<file path="config.mk">
export PLATFORM = sky130hd
export DESIGN_NAME = crp_core
export DESIGN_NICKNAME = d
export VERILOG_FILES = /design/src/core/crp_pkg.sv /design/src/core/crp_core.sv
export VERILOG_INCLUDE_DIRS = /design/src /design/src/core
export SDC_FILE = /design/constraint.sdc
export NUM_CORES = 1
export LEC_CHECK = 0
export BUFFER_PORTS_ARGS = -buffer_cell sky130_fd_sc_hd__buf_4
export CAP_MARGIN = 20
export CORE_ASPECT_RATIO = 1.2
export CORE_MARGIN = 2
export CORE_UTILIZATION = 42
export DETAILED_ROUTE_END_ITERATION = 12
export GPL_TIMING_DRIVEN = 0
export RECOVER_POWER = 100
export REMOVE_ABC_BUFFERS = 1
export SETUP_SLACK_MARGIN = 0.4
export SLEW_MARGIN = 20
export SYNTH_ARGS = -nofsm -noshare
export SYNTH_HDL_FRONTEND = slang
export SYNTH_SLANG_ARGS = --single-unit
</file>
<file path="constraint.sdc">
create_clock -name i_ref_clk -period 7.75 [get_ports i_ref_clk]
set_input_delay 1.1625 -clock i_ref_clk [delete_from_list [all_inputs] [get_ports i_ref_clk]]
set_output_delay 1.1625 -clock i_ref_clk [all_outputs]
set_load 0.01 [all_outputs]
</file>
<file path="src/core/crp_consts.svh">
// Addresses, field positions, reset values and steps of the core registers
`ifndef CRP_CONSTS_SVH
`define CRP_CONSTS_SVH

`define CRP_ADDR_LOOKUP   8'h82
`define CRP_ADDR_PTR_LO   8'h83
`define CRP_ADDR_PTR_HI   8'h84
`define CRP_ADDR_STATUS   8'h86
`define CRP_ADDR_PC_LO    8'hCE
`define CRP_ADDR_PC_HI    8'hCF
`define CRP_ADDR_INDIRECT 8'hE7

`define CRP_PC_W          13
`define CRP_PC_HI_W       5
`define CRP_PC_RESET      13'h0000
`define CRP_PC_STEP       13'h0001
`define CRP_PC_SKIP       13'h0002

`define CRP_BIT_C         2
`define CRP_BIT_DC        1
`define CRP_BIT_Z         0
`define CRP_CAUSE_MSB     7
`define CRP_CAUSE_LSB     6

`define CRP_BYTE_ZERO     8'h00
`define CRP_BYTE_ONE      8'h01
`define CRP_BYTE_MAX      8'hFF
`define CRP_FLAG_RESET    1'h0
`define CRP_CAUSE_RESET   2'h1
`define CRP_BANK_ZERO     8'h00

`endif

</file>
<file path="src/core/crp_pkg.sv">
// Types of the core register and program counter block
package crp_pkg;

  typedef enum logic [4:0] {
    CRP_OP_ADVANCE    = 5'h00,
    CRP_OP_MOV_TO_ACC = 5'h01,
    CRP_OP_MOV_TO_MEM = 5'h02,
    CRP_OP_ADD        = 5'h03,
    CRP_OP_ADC        = 5'h04,
    CRP_OP_SUB        = 5'h05,
    CRP_OP_AND        = 5'h06,
    CRP_OP_OR         = 5'h07,
    CRP_OP_XOR        = 5'h08,
    CRP_OP_ROT_LEFT   = 5'h09,
    CRP_OP_ROT_RIGHT  = 5'h0A,
    CRP_OP_CMP_SKIP   = 5'h0B,
    CRP_OP_INC_S_ACC  = 5'h0C,
    CRP_OP_INC_S_MEM  = 5'h0D,
    CRP_OP_DEC_S_ACC  = 5'h0E,
    CRP_OP_DEC_S_MEM  = 5'h0F,
    CRP_OP_SKIP_CLR   = 5'h10,
    CRP_OP_SKIP_SET   = 5'h11,
    CRP_OP_JUMP       = 5'h12,
    CRP_OP_SAVE       = 5'h13,
    CRP_OP_RESTORE    = 5'h14,
    CRP_OP_ROM_READ   = 5'h15,
    CRP_OP_IRQ_ENTRY  = 5'h16
  } crp_op_t;

  typedef enum logic [1:0] {
    CRP_CAUSE_WATCHDOG = 2'h0,
    CRP_CAUSE_RESERVED = 2'h1,
    CRP_CAUSE_LOW_VOLT = 2'h2,
    CRP_CAUSE_PIN      = 2'h3
  } crp_cause_t;

  typedef struct packed {
    logic        valid;
    crp_op_t     op;
    logic        is_mem;
    logic        to_mem;
    logic [7:0]  addr;
    logic [7:0]  data;
    logic [2:0]  bit_sel;
    logic [12:0] target;
  } crp_cmd_t;

endpackage : crp_pkg

</file>
<file path="src/core/crp_core.sv">
// Accumulator, status flags, program counter, pointer pair and look-up register
//
// Contract
// RULE_01 - 8-bit accumulator; ALU results set flags
// RULE_02 - Accumulator has no data memory address
// RULE_03 - Interrupt entry saves neither accumulator nor flags
// RULE_04 - Save and restore copy accumulator and flags
// RULE_05 - Status bits 7:6 give reset cause
// RULE_06 - Carry flag in bit 2
// RULE_07 - Nibble carry flag in bit 1
// RULE_08 - Zero flag in bit 0
// RULE_09 - 13-bit counter, cleared at reset
// RULE_10 - Counter advances by one per instruction
// RULE_11 - Jump and call load whole counter
// RULE_12 - True skip condition advances counter by two
// RULE_13 - Bit test skips on tested value
// RULE_14 - Compare skips when accumulator equals operand
// RULE_15 - Increment skips on wrap to zero
// RULE_16 - Decrement skips on wrap to all ones
// RULE_17 - Add into low byte carries into high
// RULE_18 - Subtract from low byte leaves high byte
// RULE_19 - Move into low byte jumps within page
// RULE_20 - Two 8-bit pointer registers
// RULE_21 - Upper pointer picks bank, lower picks location
// RULE_22 - Table read splits word to look-up and accumulator
`timescale 1ns/1ps
`include "crp_consts.svh"

module crp_core (
  input  wire logic             i_ref_clk,
  input  wire logic             i_nrst,
  input  wire crp_pkg::crp_cmd_t i_cmd,
  input  wire logic [15:0]      i_rom_word,
  input  wire logic [1:0]       i_reset_cause,
  output logic [7:0]            o_accumulator,
  output logic [7:0]            o_status_flags,
  output logic [12:0]           o_program_counter,
  output logic [7:0]            o_pointer_high,
  output logic [7:0]            o_pointer_low,
  output logic [7:0]            o_lookup_high_byte,
  output logic                  o_mem_we,
  output logic [15:0]           o_mem_addr,
  output logic [7:0]            o_mem_wdata
);
  import crp_pkg::*;

  // ********************************************************************
  // State
  // ********************************************************************
  logic [7:0]  acc_reg, acc_save_reg, flags_save_reg;
  logic        c_reg, dc_reg, z_reg;
  logic [1:0]  cause_reg;
  logic        cause_pending_reg;
  logic [12:0] pc_reg;
  logic [7:0]  ptr_hi_reg, ptr_lo_reg, lookup_reg;
  logic        mem_we_reg;
  logic [15:0] mem_addr_reg;
  logic [7:0]  mem_wdata_reg;

  logic [7:0]  status_now, int_val, src, res;
  logic        int_hit, c_next, dc_next, upd_c, upd_dc, upd_z;
  logic [8:0]  wide;
  logic        wr_acc, wr_dst, skip, cin, act;

  assign act        = i_cmd.valid;
  assign status_now = {cause_reg, 3'h0, c_reg, dc_reg, z_reg};

  // ********************************************************************
  // Operand fetch
  // ********************************************************************
  // RULE_02 accumulator not decoded
  always_comb begin
    int_hit = 1'b1;
    int_val = `CRP_BYTE_ZERO;
    unique case (i_cmd.addr)
      `CRP_ADDR_LOOKUP: int_val = lookup_reg;
      `CRP_ADDR_PTR_LO: int_val = ptr_lo_reg;
      `CRP_ADDR_PTR_HI: int_val = ptr_hi_reg;
      `CRP_ADDR_STATUS: int_val = status_now;
      `CRP_ADDR_PC_LO:  int_val = pc_reg[7:0];
      `CRP_ADDR_PC_HI:  int_val = {3'h0, pc_reg[12:8]};
      default:          int_hit = 1'b0;
    endcase
    src = (i_cmd.is_mem && int_hit) ? int_val : i_cmd.data;
  end

  // ********************************************************************
  // ALU and skip decision
  // ********************************************************************
  always_comb begin
    res     = `CRP_BYTE_ZERO;
    wide    = 9'h000;
    c_next  = c_reg;
    dc_next = dc_reg;
    upd_c   = 1'b0;
    upd_dc  = 1'b0;
    upd_z   = 1'b0;
    wr_acc  = 1'b0;
    wr_dst  = 1'b0;
    skip    = 1'b0;
    cin     = (i_cmd.op == CRP_OP_ADC) ? c_reg : 1'b0;
    unique case (i_cmd.op)
      CRP_OP_MOV_TO_ACC: begin
        res    = src;
        wr_acc = 1'b1;
      end
      CRP_OP_MOV_TO_MEM: begin
        res    = acc_reg;
        wr_dst = 1'b1;
      end
      // RULE_06 add carry out
      CRP_OP_ADD, CRP_OP_ADC: begin
        wide    = {1'b0, acc_reg} + {1'b0, src} + {8'h00, cin};
        res     = wide[7:0];
        c_next  = wide[8];
        // RULE_07 low nibble carry
        dc_next = ({1'b0, acc_reg[3:0]} + {1'b0, src[3:0]} + {4'h0, cin}) > 5'h0F;
        upd_c   = 1'b1;
        upd_dc  = 1'b1;
        upd_z   = 1'b1;
        wr_acc  = ~i_cmd.to_mem;
        wr_dst  = i_cmd.to_mem;
      end
      // RULE_06 carry means no borrow
      CRP_OP_SUB: begin
        if (i_cmd.to_mem) begin
          wide    = {1'b0, src} - {1'b0, acc_reg};
          dc_next = src[3:0] >= acc_reg[3:0];
        end else begin
          wide    = {1'b0, acc_reg} - {1'b0, src};
          dc_next = acc_reg[3:0] >= src[3:0];
        end
        res    = wide[7:0];
        c_next = ~wide[8];
        upd_c  = 1'b1;
        upd_dc = 1'b1;
        upd_z  = 1'b1;
        wr_acc = ~i_cmd.to_mem;
        wr_dst = i_cmd.to_mem;
      end
      CRP_OP_AND, CRP_OP_OR, CRP_OP_XOR: begin
        if (i_cmd.op == CRP_OP_AND) begin
          res = acc_reg & src;
        end else if (i_cmd.op == CRP_OP_OR) begin
          res = acc_reg | src;
        end else begin
          res = acc_reg ^ src;
        end
        upd_z  = 1'b1;
        wr_acc = ~i_cmd.to_mem;
        wr_dst = i_cmd.to_mem;
      end
      // RULE_06 carry takes shifted-out bit
      CRP_OP_ROT_LEFT, CRP_OP_ROT_RIGHT: begin
        if (i_cmd.op == CRP_OP_ROT_LEFT) begin
          res    = {src[6:0], c_reg};
          c_next = src[7];
        end else begin
          res    = {c_reg, src[7:1]};
          c_next = src[0];
        end
        upd_c  = 1'b1;
        wr_acc = ~i_cmd.to_mem;
        wr_dst = i_cmd.to_mem;
      end
      // RULE_14 equal operands skip
      CRP_OP_CMP_SKIP: begin
        res    = acc_reg - src;
        c_next = acc_reg >= src;
        upd_c  = 1'b1;
        upd_z  = 1'b1;
        skip   = acc_reg == src;
      end
      // RULE_15 wrap to zero skips
      CRP_OP_INC_S_ACC, CRP_OP_INC_S_MEM: begin
        res    = src + `CRP_BYTE_ONE;
        skip   = res == `CRP_BYTE_ZERO;
        wr_acc = i_cmd.op == CRP_OP_INC_S_ACC;
        wr_dst = i_cmd.op == CRP_OP_INC_S_MEM;
      end
      // RULE_16 wrap to all ones skips
      CRP_OP_DEC_S_ACC, CRP_OP_DEC_S_MEM: begin
        res    = src - `CRP_BYTE_ONE;
        skip   = res == `CRP_BYTE_MAX;
        wr_acc = i_cmd.op == CRP_OP_DEC_S_ACC;
        wr_dst = i_cmd.op == CRP_OP_DEC_S_MEM;
      end
      // RULE_13 tested bit value
      CRP_OP_SKIP_CLR: skip = ~src[i_cmd.bit_sel];
      CRP_OP_SKIP_SET: skip = src[i_cmd.bit_sel];
      default: res = `CRP_BYTE_ZERO;
    endcase
  end

  // ********************************************************************
  // Accumulator
  // ********************************************************************
  // RULE_01 accumulator updates
  always_ff @(posedge i_ref_clk) begin
    if (!i_nrst) begin
      acc_reg <= `CRP_BYTE_ZERO;
    end else if (act) begin
      if (i_cmd.op == CRP_OP_RESTORE) begin
        acc_reg <= acc_save_reg;
      end else if (i_cmd.op == CRP_OP_ROM_READ) begin
        acc_reg <= i_rom_word[7:0];
      end else if (wr_acc) begin
        acc_reg <= res;
      end
    end
  end

  // ********************************************************************
  // Status flags
  // ********************************************************************
  // RULE_03 interrupt entry falls through untouched
  always_ff @(posedge i_ref_clk) begin
    if (!i_nrst) begin
      c_reg  <= `CRP_FLAG_RESET;
      dc_reg <= `CRP_FLAG_RESET;
      z_reg  <= `CRP_FLAG_RESET;
    end else if (act) begin
      if (i_cmd.op == CRP_OP_RESTORE) begin
        c_reg  <= flags_save_reg[`CRP_BIT_C];
        dc_reg <= flags_save_reg[`CRP_BIT_DC];
        z_reg  <= flags_save_reg[`CRP_BIT_Z];
      end else begin
        // ALU result wins over a direct store
        if (upd_c) begin
          c_reg <= c_next;
        end else if (wr_dst && i_cmd.addr == `CRP_ADDR_STATUS) begin
          c_reg <= res[`CRP_BIT_C];
        end
        if (upd_dc) begin
          dc_reg <= dc_next;
        end else if (wr_dst && i_cmd.addr == `CRP_ADDR_STATUS) begin
          dc_reg <= res[`CRP_BIT_DC];
        end
        // RULE_08 zero flag
        if (upd_z) begin
          z_reg <= res == `CRP_BYTE_ZERO;
        end else if (wr_dst && i_cmd.addr == `CRP_ADDR_STATUS) begin
          z_reg <= res[`CRP_BIT_Z];
        end
      end
    end
  end

  // RULE_05 cause caught after release
  always_ff @(posedge i_ref_clk) begin
    if (!i_nrst) begin
      cause_reg         <= `CRP_CAUSE_RESET;
      cause_pending_reg <= 1'b1;
    end else if (cause_pending_reg) begin
      cause_reg         <= i_reset_cause;
      cause_pending_reg <= 1'b0;
    end else if (act && i_cmd.op == CRP_OP_RESTORE) begin
      cause_reg <= flags_save_reg[`CRP_CAUSE_MSB:`CRP_CAUSE_LSB];
    end else if (act && wr_dst && i_cmd.addr == `CRP_ADDR_STATUS) begin
      cause_reg <= res[`CRP_CAUSE_MSB:`CRP_CAUSE_LSB];
    end
  end

  // RULE_04 save buffers
  always_ff @(posedge i_ref_clk) begin
    if (!i_nrst) begin
      acc_save_reg   <= `CRP_BYTE_ZERO;
      flags_save_reg <= `CRP_BYTE_ZERO;
    end else if (act && i_cmd.op == CRP_OP_SAVE) begin
      acc_save_reg   <= acc_reg;
      flags_save_reg <= status_now;
    end
  end

  // ********************************************************************
  // Pointers and look-up register
  // ********************************************************************
  // RULE_20 working and pointer use
  always_ff @(posedge i_ref_clk) begin
    if (!i_nrst) begin
      ptr_hi_reg <= `CRP_BYTE_ZERO;
      ptr_lo_reg <= `CRP_BYTE_ZERO;
    end else if (act && wr_dst) begin
      if (i_cmd.addr == `CRP_ADDR_PTR_HI) begin
        ptr_hi_reg <= res;
      end
      if (i_cmd.addr == `CRP_ADDR_PTR_LO) begin
        ptr_lo_reg <= res;
      end
    end
  end

  // RULE_22 high byte to look-up
  always_ff @(posedge i_ref_clk) begin
    if (!i_nrst) begin
      lookup_reg <= `CRP_BYTE_ZERO;
    end else if (act && i_cmd.op == CRP_OP_ROM_READ) begin
      lookup_reg <= i_rom_word[15:8];
    end else if (act && wr_dst && i_cmd.addr == `CRP_ADDR_LOOKUP) begin
      lookup_reg <= res;
    end
  end

  // ********************************************************************
  // External data memory write
  // ********************************************************************
  // Stores to non-core addresses leave as a one-cycle strobe
  always_ff @(posedge i_ref_clk) begin
    if (!i_nrst) begin
      mem_we_reg    <= 1'b0;
      mem_addr_reg  <= 16'h0000;
      mem_wdata_reg <= `CRP_BYTE_ZERO;
    end else begin
      mem_we_reg <= act && wr_dst && !int_hit;
      if (act && wr_dst && !int_hit) begin
        mem_wdata_reg <= res;
        // RULE_21 bank from upper pointer
        if (i_cmd.addr == `CRP_ADDR_INDIRECT) begin
          mem_addr_reg <= {ptr_hi_reg, ptr_lo_reg};
        end else begin
          mem_addr_reg <= {`CRP_BANK_ZERO, i_cmd.addr};
        end
      end
    end
  end

  // ********************************************************************
  // Program counter
  // ********************************************************************
  // RULE_09 cleared at reset
  always_ff @(posedge i_ref_clk) begin
    if (!i_nrst) begin
      pc_reg <= `CRP_PC_RESET;
    end else if (act) begin
      if (i_cmd.op == CRP_OP_JUMP || i_cmd.op == CRP_OP_IRQ_ENTRY) begin
        // RULE_11 whole counter loaded
        pc_reg <= i_cmd.target;
      end else if (wr_dst && i_cmd.addr == `CRP_ADDR_PC_LO) begin
        // RULE_17 carry reaches high byte
        // RULE_18 borrow never reaches it
        // RULE_19 other stores stay in page
        pc_reg <= {pc_reg[12:8] + {4'h0, upd_dc && c_next && i_cmd.op != CRP_OP_SUB},
                   res};
      end else if (wr_dst && i_cmd.addr == `CRP_ADDR_PC_HI) begin
        pc_reg <= {res[`CRP_PC_HI_W-1:0], pc_reg[7:0] + `CRP_BYTE_ONE};
      end else if (skip) begin
        // RULE_12 skip over next word
        pc_reg <= pc_reg + `CRP_PC_SKIP;
      end else begin
        // RULE_10 plain advance
        pc_reg <= pc_reg + `CRP_PC_STEP;
      end
    end
  end

  assign o_accumulator      = acc_reg;
  assign o_status_flags     = status_now;
  assign o_program_counter  = pc_reg;
  assign o_pointer_high     = ptr_hi_reg;
  assign o_pointer_low      = ptr_lo_reg;
  assign o_lookup_high_byte = lookup_reg;
  assign o_mem_we           = mem_we_reg;
  assign o_mem_addr         = mem_addr_reg;
  assign o_mem_wdata        = mem_wdata_reg;
endmodule : crp_core

</file>
==> results of run 1 <==
-- worst max-delay path: stages --
cell and delay [ps]:
clkbuf_1 110, nor3b_2 540, and4_1 380, or2_0 730, mux2i_2 690, inv_1 350
ha_1 460, a21oi_1 100, o21bai_1 290, a21oi_1 140, o21bai_1 320, a21o_1 170
a21oi_1 80, xnor2_1 180, a221o_1 430, a2111oi_0 760, o21a_1 190, a211oi_1 50
-- cell type report --
cell class | count | area, sq um
fill | 1960 | 9320
multi-input combinational | 822 | 5640
sequential | 89 | 1780
timing repair buffer | 148 | 790
tap | 252 | 315
clock buffer | 10 | 229
inverter | 43 | 163
clock inverter | 6 | 73.8
-- worst max path at each step --
stage,startpoint,end,slack [ps],cells past startpoint
4_1_cts,i_cmd[29],o_program_counter[7]$_SDFFE_PN0P_,830,18
5_1_grt,i_cmd[29],o_program_counter[11]$_SDFFE_PN0P_,390,18
3_5_place_dp,i_cmd[29],o_program_counter[7]$_SDFFE_PN0P_,460,18
3_3_place_gp,i_cmd[29],cause_reg[1]$_SDFFE_PN0P_,-270,18
2_1_floorplan,i_cmd[29],cause_reg[1]$_SDFFE_PN0P_,1880,17
6_report,i_cmd[29],o_program_counter[7]$_SDFFE_PN0P_,840,18
-- metrics by stage --
step | instances | instance area, sq um | hold WS (ps)
floorplan | 954 | 7540 | 452
global placement | 1340 | 8860 | 443
detailed placement | 1354 | 9080 | 448
CTS | 1370 | 9380 | 459
global route | 1370 | 8990 | 477
finish | 1370 | 8990 | 457
-- logic make-up (layout without fill, tap and decap cells) --
logic type      Yosys count  in the layout  synth area share (%)
flops                    89             89                  22.6
simple gates            369            369                  23.9
buf+inv                 116            207                  6.39
mux                      60             60                  7.98
xor+xnor                 23             23                  2.56
fa+ha+maj                48             48                  7.98
other cells               1              3                0.0476
compound gates          319            319                  28.5
-- where the power goes --
group          switching (mW)  internal, mW  total, mW  leakage, nW
registers              0.0191         0.468      0.487        0.721
logic                   0.199         0.111      0.310         2.34
clock network           0.219         0.255      0.474        0.148
total                   0.437         0.834       1.27         3.20
-- cell usage in the layout, fill, tap and decap left out, types with 5 or more instances in the layout --
master      n
nor3_1     34
nand4_1     7
mux2i_1    45
nand2b_1   12
a221oi_1   12
ha_1       43
xnor2_1    19
nor2b_1    10
clkbuf_1   85
a221o_1     5
or3_1       9
a21oi_1    90
a211o_1    11
and4_1      6
nand2_1    97
nor2_1     91
a22o_1      5
o22ai_1     8
and2_1      5
o221ai_1   10
buf_4      59
and3_1      7
o21ai_0    46
clkbuf_16   9
o211ai_1   21
nor4bb_1   10
a22oi_1    11
dfxtp_1    89
o21a_1      5
nor4_1     10
o21bai_1   11
a21o_1      6
a211oi_1   29
nand3_1    33
mux2_2      9
inv_1      38
o2111ai_1   6
-- layer usage --
metal	vias to the layer above	GRT usage [%]	share of wire (%)
li1	3983	-	-
met5	-	0	0
met3	76	3.79	5.8
met2	344	47.5	48
met4	0	14.9	4.4
met1	4030	38.4	42
-- what timing repair did --
item,4_1_cts,5_1_grt
resized for setup,0,1
hold buffers,0,0
endpoints found under the hold margin,0,0
setup endpoints to repair,0,2
==> impl_metrics.json, run 1 <==
{
  "cts.path.max_buffers": 2,
  "core_sq_um": 18300,
  "cts_max_level": 3,
  "ir_worst_vdd_v": 0.000117,
  "via_count": 8433,
  "cts_inserted_buffers": 9,
  "hp-start": "o_mem_addr[8]$_SDFFE_PN0P_",
  "overflow": 0,
  "via_per_inst": 6.16,
  "grt_pass1_vias": 7900,
  "nNetsFinal": 1220,
  "drt-initial-drc-count": 635,
  "hold_end": "o_mem_addr[8]$_SDFFE_PN0P_",
  "grt_pass1_wl_um": 45300,
  "dp_hpwl_um": 21600,
  "cts_setup_buffers": 0,
  "max_slew_margin_pct": -93.3,
  "arrival_ps": 7150,
  "grt_max_degree": 63,
  "max-cap-violations": 2,
  "start_kind": "input port",
  "leakage_nw": 3.20,
  "ys.flop_type": "dfxtp_1",
  "maxSlewViolCount": 94,
  "cp-end-kind": "register",
  "drc": 0,
  "syn_inst": 1025,
  "die_x_um": 129,
  "period_share_pct": 89.2,
  "ys_types": 99,
  "skew_ps": 14.9,
  "largest_register_ffs": 16,
  "violations": "capacitance limit, slew limit",
  "avgSynthCellArea_sq_um": 7.68,
  "ant_nets": 0,
  "worstSkewPairLatency_ps": 360,
  "dr.pass1.iters": 5,
  "synth_warnings": 0,
  "path_max_fanout": 13,
  "path_clk_slew_ps": 70,
  "synth_edf_count": 0,
  "grt_setup_unrepaired": "false",
  "diodes": 0,
  "start_util_pct": 43.0,
  "drt-wirelength-per-cell_um": 21.6,
  "total_power_mw": 1.27,
  "gp_congestion": 0.919,
  "tritoncts": "built",
  "setup_viol": 0,
  "status": "finished with violations",
  "cp.required_ps": 7990,
  "area_growth_pct": 14.2,
  "dp_slack_ps": 457,
  "fin_crit_ps": 6910,
  "boundaryPins": 138,
  "worst_slack_ps": 840,
  "routed_wl_um": 29700,
  "reg2reg_depth": 19,
  "synth_seq_area_share_pct": 22.6,
  "yosysTopAreaCellShare_pct": 22.6,
  "layout-drive-gt1-share_pct": 11.2,
  "clock_sinks": 89,
  "synthTopCellsByArea": "dfxtp_1 (23%), ha_1 (6.8%), mux2i_1 (5.8%), a21oi_1 (5.6%), nand2_1 (4.6%)",
  "dieArea_sq_um": 19900,
  "rr_endpoint": "z_reg$_SDFFE_PN0P_",
  "worstSetupPathType": "input port to register",
  "ys_seq_elements": 89,
  "min_path_cells": 2,
  "antenna_found_initial": 0,
  "yosysTopAreaCell": "dfxtp_1",
  "tightest_slew_ps": 2900,
  "grt_util_all_layers_pct": 29.5,
  "hp-class": "register to register",
  "syn-cell-area_sq_um": 7870,
  "setup_tns_ps": 0,
  "rows": 54,
  "synth_commonest_cells": "nand2_1 (97), nor2_1 (92), dfxtp_1 (89), a21oi_1 (88), clkbuf_1 (51)",
  "power_density_nw_per_um2": 141,
  "r2r_slack_ps": 2150,
  "regToRegStartpoint": "o_program_counter[8]$_SDFFE_PN0P_",
  "fmax_ghz": 0.145,
  "synth-async-reset-ratio_pct": 0,
  "clock-root-buffer": "clkbuf_16",
  "port_buffers": 134,
  "fp.dieH_um": 154,
  "synth_most_common_cell": "nand2_1",
  "final_core_util_pct": 49.1,
  "finalHoldViolCount": 0
}
Note: power is estimated with default switching activity, not from simulation.
==> inputs of run 2 (changes only) <==
==> constraint.sdc (replaced) <==
create_clock -name i_ref_clk -period 7.75 [get_ports i_ref_clk]
set_input_delay 0 -clock i_ref_clk [delete_from_list [all_inputs] [get_ports i_ref_clk]]
set_output_delay 0 -clock i_ref_clk [all_outputs]
set_load 0.01 [all_outputs]
==> run 2 against run 1 <==
- the run still ends with capacitance limit, slew limit left
- design area increased by 2.3%
- flip-flop and latch count unchanged
- core utilization up 1.1 points
- largest cell class unchanged
==> impl_metrics.json, run 2 (synthesized netlist as in run 1, its figures left out) <==
{
  "clock-root-buffer": "clkbuf_16",
  "worstSkewPairLatency_ps": 370,
  "boundaryPins": 138,
  "layout_common_cells": "nand2_1 (97), nor2_1 (91), a21oi_1 (90), dfxtp_1 (89), clkbuf_1 (83)",
  "diodes": 0,
  "path_clk_slew_ps": 70,
  "layout-drive-gt1-share_pct": 11.1,
  "placed_cell_area_sq_um": 9080,
  "multi_input_area_sq_um": 5630,
  "cts_max_level": 3,
  "cp.required_ps": 8050,
  "violations": "capacitance limit, slew limit",
  "core_sq_um": 18300,
  "cp-end-kind": "register",
  "fin_crit_ps": 6800,
  "worstSetupPathType": "input port to register",
  "leakage_nw": 3.29,
  "largest_register_ffs": 16,
  "dr.pass1.iters": 5,
  "die_x_um": 129,
  "final_cells": 1390,
  "path_cells": "dlygate4sd3_1 > clkbuf_1 > nor3b_2 > and4_1 > or2_0 > mux2i_1 > inv_1 > fa_1 > nor2b_1 > o21ai_0 > nand2_1 > a21o_1 > a21oi_1 > xnor2_1 > mux2i_1 > o221ai_2 > mux2i_1 > o211ai_1 > o21ai_0 > nand2_1 > dlygate4sd3_1",
  "cts_inserted_buffers": 9,
  "max-cap-violations": 1,
  "fp.dieH_um": 154,
  "drt-wirelength-per-cell_um": 21.5,
  "grt_util_all_layers_pct": 29.6,
  "finalHoldViolCount": 0,
  "nNetsFinal": 1240,
  "power_density_nw_per_um2": 139,
  "hp-class": "input port to register",
  "arrival_ps": 7100,
  "seqCellArea_sq_um": 1780,
  "dp_hpwl_um": 21600,
  "area_growth_pct": 16.8,
  "design_area_sq_um": 9190,
  "grt_setup_unrepaired": "false",
  "start_util_pct": 43.0,
  "worst_hold_slack_ps": 4.24,
  "maxSlewViolCount": 63,
  "antenna_found_initial": 0,
  "final_core_util_pct": 50.2,
  "clock_sinks": 89,
  "max_stage_delay_ps": 940,
  "grt_pass1_vias": 7969,
  "overflow": 0,
  "place_inst": 1354,
  "tightest_slew_ps": 2950,
  "port_buffers": 134,
  "ant_nets": 0,
  "drt-initial-drc-count": 781,
  "drc": 0,
  "fmax_ghz": 0.147,
  "via_count": 8454,
  "tritoncts": "built",
  "setup_viol": 0,
  "rows": 54,
  "final_common_cell": "nand2_1",
  "cp_num_buf_inv": 4,
  "period_share_pct": 87.7,
  "skew_ps": 14.3,
  "cp_common_cell": "mux2i_1",
  "setup_tns_ps": 0,
  "grt_max_degree": 63,
  "via_per_inst": 6.08,
  "crit_family": "simple AND/OR/NAND/NOR gates",
  "dp_slack_ps": 1620,
  "path_max_fanout": 13,
  "nFillCells": 1931,
  "cts.path.max_buffers": 2,
  "ir_worst_vdd_v": 0.000119,
  "total_power_mw": 1.28,
  "cp_slowest_cell": "mux2i_1",
  "status": "finished with violations",
  "worst_slack_ps": 953,
  "gp_congestion": 0.919,
  "start_kind": "input port",
  "grt_pass1_wl_um": 45600,
  "dieArea_sq_um": 19900,
  "max_slew_margin_pct": -96.4,
  "routed_wl_um": 29800
}
==> run 2: power by group <==
| part | internal (mW) | leakage (nW) | switching (mW) | total, mW |
|---|---|---|---|---|
| clock network | 0.255 | 0.148 | 0.218 | 0.473 |
| logic | 0.116 | 2.42 | 0.201 | 0.318 |
| registers | 0.468 | 0.721 | 0.0191 | 0.487 |
==> run 2: routing by layer <==
metal / GRT usage [%] / vias up / part of all wire [%]
li1: - / 4024 / -
met1: 38.5 / 4021 / 43
met2: 47.8 / 327 / 47
met3: 3.34 / 82 / 5.4
met4: 16.1 / 0 / 4.8
met5: 0 / - / 0
==> run 2: final cells by class <==
class / instances / share of cell area, %
Multi-Input combinational cell: 822 / 61.3
Sequential cell: 89 / 19.4
Timing Repair Buffer: 168 / 10.8
Tap cell: 252 / 3.43
Clock buffer: 10 / 2.49
Inverter: 43 / 1.77
Clock inverter: 6 / 0.803
==> run 2: worst register-to-register path, delay by kind of cell (launching register included) <==
family / cells / cell delay (ps)
flip-flops: 1 / 340
XOR/XNOR: 1 / 260
AO/OA/AOI/OAI: 8 / 2030
multiplexers: 3 / 1170
adder cells (fa/ha/maj): 1 / 560
AND/OR/NAND/NOR: 4 / 590
buffers and inverters: 2 / 960
==> run 2: worst paths after layout <==
path	start	end	slack, ps	depth (start not counted)
hold / removal	i_cmd[0]	o_program_counter[0]$_SDFFE_PN0P_	4	3
setup reg to reg	o_pointer_high[1]$_SDFFE_PN0P_	cause_reg[0]$_SDFFE_PN1P_	1790	19
setup / recovery	i_cmd[29]	cause_reg[0]$_SDFFE_PN1P_	950	21
hold reg to reg	o_mem_addr[6]$_SDFFE_PN0P_	o_mem_addr[6]$_SDFFE_PN0P_	460	2
==> run 2: repair_timing <==
action / CTS / global route
resized for setup: 0 / 0
buffers inserted: 0 / 0
hold endpoints to repair: 22 / 0
hold buffers: 20 / 0
==> inputs of run 3 (changes only) <==
--- a/config.mk
+++ b/config.mk
@@ -8,2 +8,3 @@
 export LEC_CHECK = 0
+export ABC_AREA = 1
 export BUFFER_PORTS_ARGS = -buffer_cell sky130_fd_sc_hd__buf_4
@@ -13,2 +14,3 @@
 export CORE_UTILIZATION = 42
+export CTS_CLUSTER_DIAMETER = 30
 export DETAILED_ROUTE_END_ITERATION = 12
==> constraint.sdc (replaced) <==
create_clock -name i_ref_clk -period 7.75 [get_ports i_ref_clk]
set_input_delay 1.55 -clock i_ref_clk [delete_from_list [all_inputs] [get_ports i_ref_clk]]
set_output_delay 1.55 -clock i_ref_clk [all_outputs]
set_load 0.01 [all_outputs]
==> run 3 against run 2 <==
- the flow still finishes with violations (capacitance limit, slew limit)
- critical endpoint is now o_program_counter[9]$_SDFFE_PN0P_
- clock power hardly changed
- core utilization is 1.1 points lower
- non-clock buffer count is 30 lower
- area after synthesis rose by 0.27%
- hold slack gained 450 ps
- die area is 0.26% higher
- sequential power grew 1%
- count of clock-buffer cells in the layout is 1 lower
- first-iteration DRC count down 18%
- flip-flop and latch count unchanged
==> impl_metrics.json, run 3 <==
{
  "status": "finished with violations",
  "violations": "capacitance limit, slew limit",
  "cts_inserted_buffers": 9,
  "dieArea_sq_um": 19900,
  "via_per_inst": 5.54,
  "area_growth_pct": 13.9,
  "dr.pass1.iters": 6,
  "max_stage_delay_ps": 780,
  "yosysTopAreaCell": "dfxtp_1",
  "cp_common_cell": "nand2_1",
  "drt-wirelength-per-cell_um": 18.7,
  "synth_warnings": 0,
  "cts_setup_buffers": 0,
  "cp.required_ps": 7930,
  "drc": 0,
  "dp_hpwl_um": 22900,
  "start_kind": "input port",
  "hp-start": "flags_save_reg[0]$_SDFFE_PN0P_",
  "crit_start": "i_cmd[29]",
  "synth_compound_area_share_pct": 21.4,
  "worst_slack_ps": 832,
  "synthMuxAreaShare_pct": 0,
  "nNetsFinal": 1463,
  "setup_tns_ps": 0,
  "syn-cell-area_sq_um": 7900,
  "overflow": 0,
  "cp-end-kind": "register",
  "skew_ps": 11.4,
  "drt-initial-drc-count": 643,
  "max-cap-violations": 1,
  "synthSimpleGateAreaFrac_pct": 34.8,
  "hold_buffers": 0,
  "path_max_fanout": 14,
  "core_sq_um": 18300,
  "die_x_um": 129,
  "avgSynthCellArea_sq_um": 6.30,
  "ys.flop_type": "dfxtp_1",
  "post_cts_resized": 0,
  "ys_seq_elements": 89,
  "finalHoldViolCount": 0,
  "grt_setup_unrepaired": "false",
  "antenna_found_initial": 0,
  "layout-drive-gt1-share_pct": 11.3,
  "grt_util_all_layers_pct": 30.1,
  "rows": 54,
  "via_count": 8928,
  "synth_edf_count": 0,
  "regToRegStartpoint": "o_program_counter[10]$_SDFFE_PN0P_",
  "cts.path.max_buffers": 2,
  "path_clk_slew_ps": 70,
  "arrival_ps": 7100,
  "fmax_ghz": 0.145,
  "final_common_cell": "nand2_1",
  "synth_commonest_cells": "nand2_1 (270), inv_1 (136), a21oi_1 (113), o21ai_0 (113), nand3_1 (111)",
  "grt_pass1_vias": 8252,
  "largest_register_ffs": 16,
  "maxSlewViolCount": 7,
  "cts_max_level": 3,
  "synth_top_family_by_area": "simple AND/OR/NAND/NOR gates",
  "grt_pass1_wl_um": 46500,
  "synth_most_common_cell": "nand2_1",
  "tightest_slew_ps": 1840,
  "start_util_pct": 43.1,
  "synth_seq_area_share_pct": 22.6,
  "dp_slack_ps": 858,
  "endpoint": "o_program_counter[9]$_SDFFE_PN0P_",
  "syn_inst": 1254,
  "rr_endpoint": "o_program_counter[9]$_SDFFE_PN0P_",
  "yosysTopAreaCellShare_pct": 22.6,
  "fp.dieH_um": 154,
  "routed_wl_um": 30200,
  "power_density_nw_per_um2": 141,
  "layout_common_cells": "nand2_1 (272), inv_1 (137), o21ai_0 (114), a21oi_1 (114), nand3_1 (111)",
  "period_share_pct": 89.3,
  "worstSkewPairLatency_ps": 360,
  "clock_sinks": 89,
  "fin_crit_ps": 6920,
  "port_buffers": 134,
  "reg2reg_depth": 24,
  "synth_fa_ha_area_share_pct": 7.83,
  "synthXorXnorAreaFrac_pct": 3.00,
  "hp-class": "register to register",
  "ys_types": 50,
  "synthTopCellsByArea": "dfxtp_1 (23%), nand2_1 (13%), a21oi_1 (7.2%), o21ai_0 (7.2%), nand3_1 (7.0%)",
  "diodes": 0,
  "boundaryPins": 138,
  "leakage_nw": 4.02,
  "tritoncts": "built",
  "max_slew_margin_pct": -23.9,
  "ir_worst_vdd_v": 0.000101,
  "worstSetupPathType": "input port to register",
  "ant_nets": 0,
  "grt_max_degree": 61,
  "synth-async-reset-ratio_pct": 0,
  "cp_slowest_cell": "nor2_1",
  "r2r_slack_ps": 3080,
  "gp_congestion": 0.983,
  "clock-root-buffer": "clkbuf_16",
  "setup_viol": 0
}
==> run 3: final cells by class <==
| class | count | area (sq um) |
|---|---|---|
| Clock inverter | 7 | 86.3 |
| Timing Repair Buffer | 138 | 736 |
| Inverter | 151 | 569 |
| Multi-Input combinational cell | 967 | 5280 |
| Fill cell | 2018 | 9320 |
| Clock buffer | 9 | 225 |
| Sequential cell | 89 | 1780 |
| Tap cell | 252 | 315 |
==> run 3: worst min path at each step <==
stage,end,slack (ps),cells after the start
global placement,flags_save_reg[0]$_SDFFE_PN0P_,450,2
detailed placement,flags_save_reg[0]$_SDFFE_PN0P_,450,2
CTS,flags_save_reg[0]$_SDFFE_PN0P_,460,2
finish,flags_save_reg[0]$_SDFFE_PN0P_,460,2
global route,flags_save_reg[0]$_SDFFE_PN0P_,480,2
floorplan,flags_save_reg[0]$_SDFFE_PN0P_,420,2
==> run 3: per-layer routing <==
metal	vias up	wire length [um]	GRT usage (%)
met4	0	1380	13.7
li1	4364	-	-
met1	4125	12700	38.2
met5	-	0	0
met3	64	1700	3.11
met2	375	14400	51.1
==> run 3: where the power goes <==
group	switching [mW]	internal (mW)	total [mW]
Combinational	0.205	0.0945	0.299
Clock	0.213	0.258	0.471
Sequential	0.0214	0.471	0.493
==> run 3: worst max-delay path: cells and delay by family <==
kind | cells | cell delay, ps
compound gates | 6 | 1200
buf+inv | 4 | 350
simple gates | 15 | 2820
fa+ha+maj | 4 | 1170
==> run 3: through the flow <==
stage	utilization (%)	std cells	hold WS (ps)	total power [mW]	area, sq um
6_report	49.1	1613	457	1.26	8990
5_1_grt	49.1	1613	484	1.32	8990
4_1_cts	51.0	1613	465	1.28	9340
3_5_place_dp	49.3	1597	454	0.811	9020
3_3_place_gp	49.0	1593	447	0.809	8980
2_1_floorplan	-	1207	424	0.677	7650
==> run 3: logic make-up after synthesis <==
family | Yosys count
xor gates and xnor gates | 27
and+or+nand+nor | 586
AOI/OAI and AO/OA | 304
DFF | 89
adders and majority gates | 47
buffers and inverters | 200
other | 1
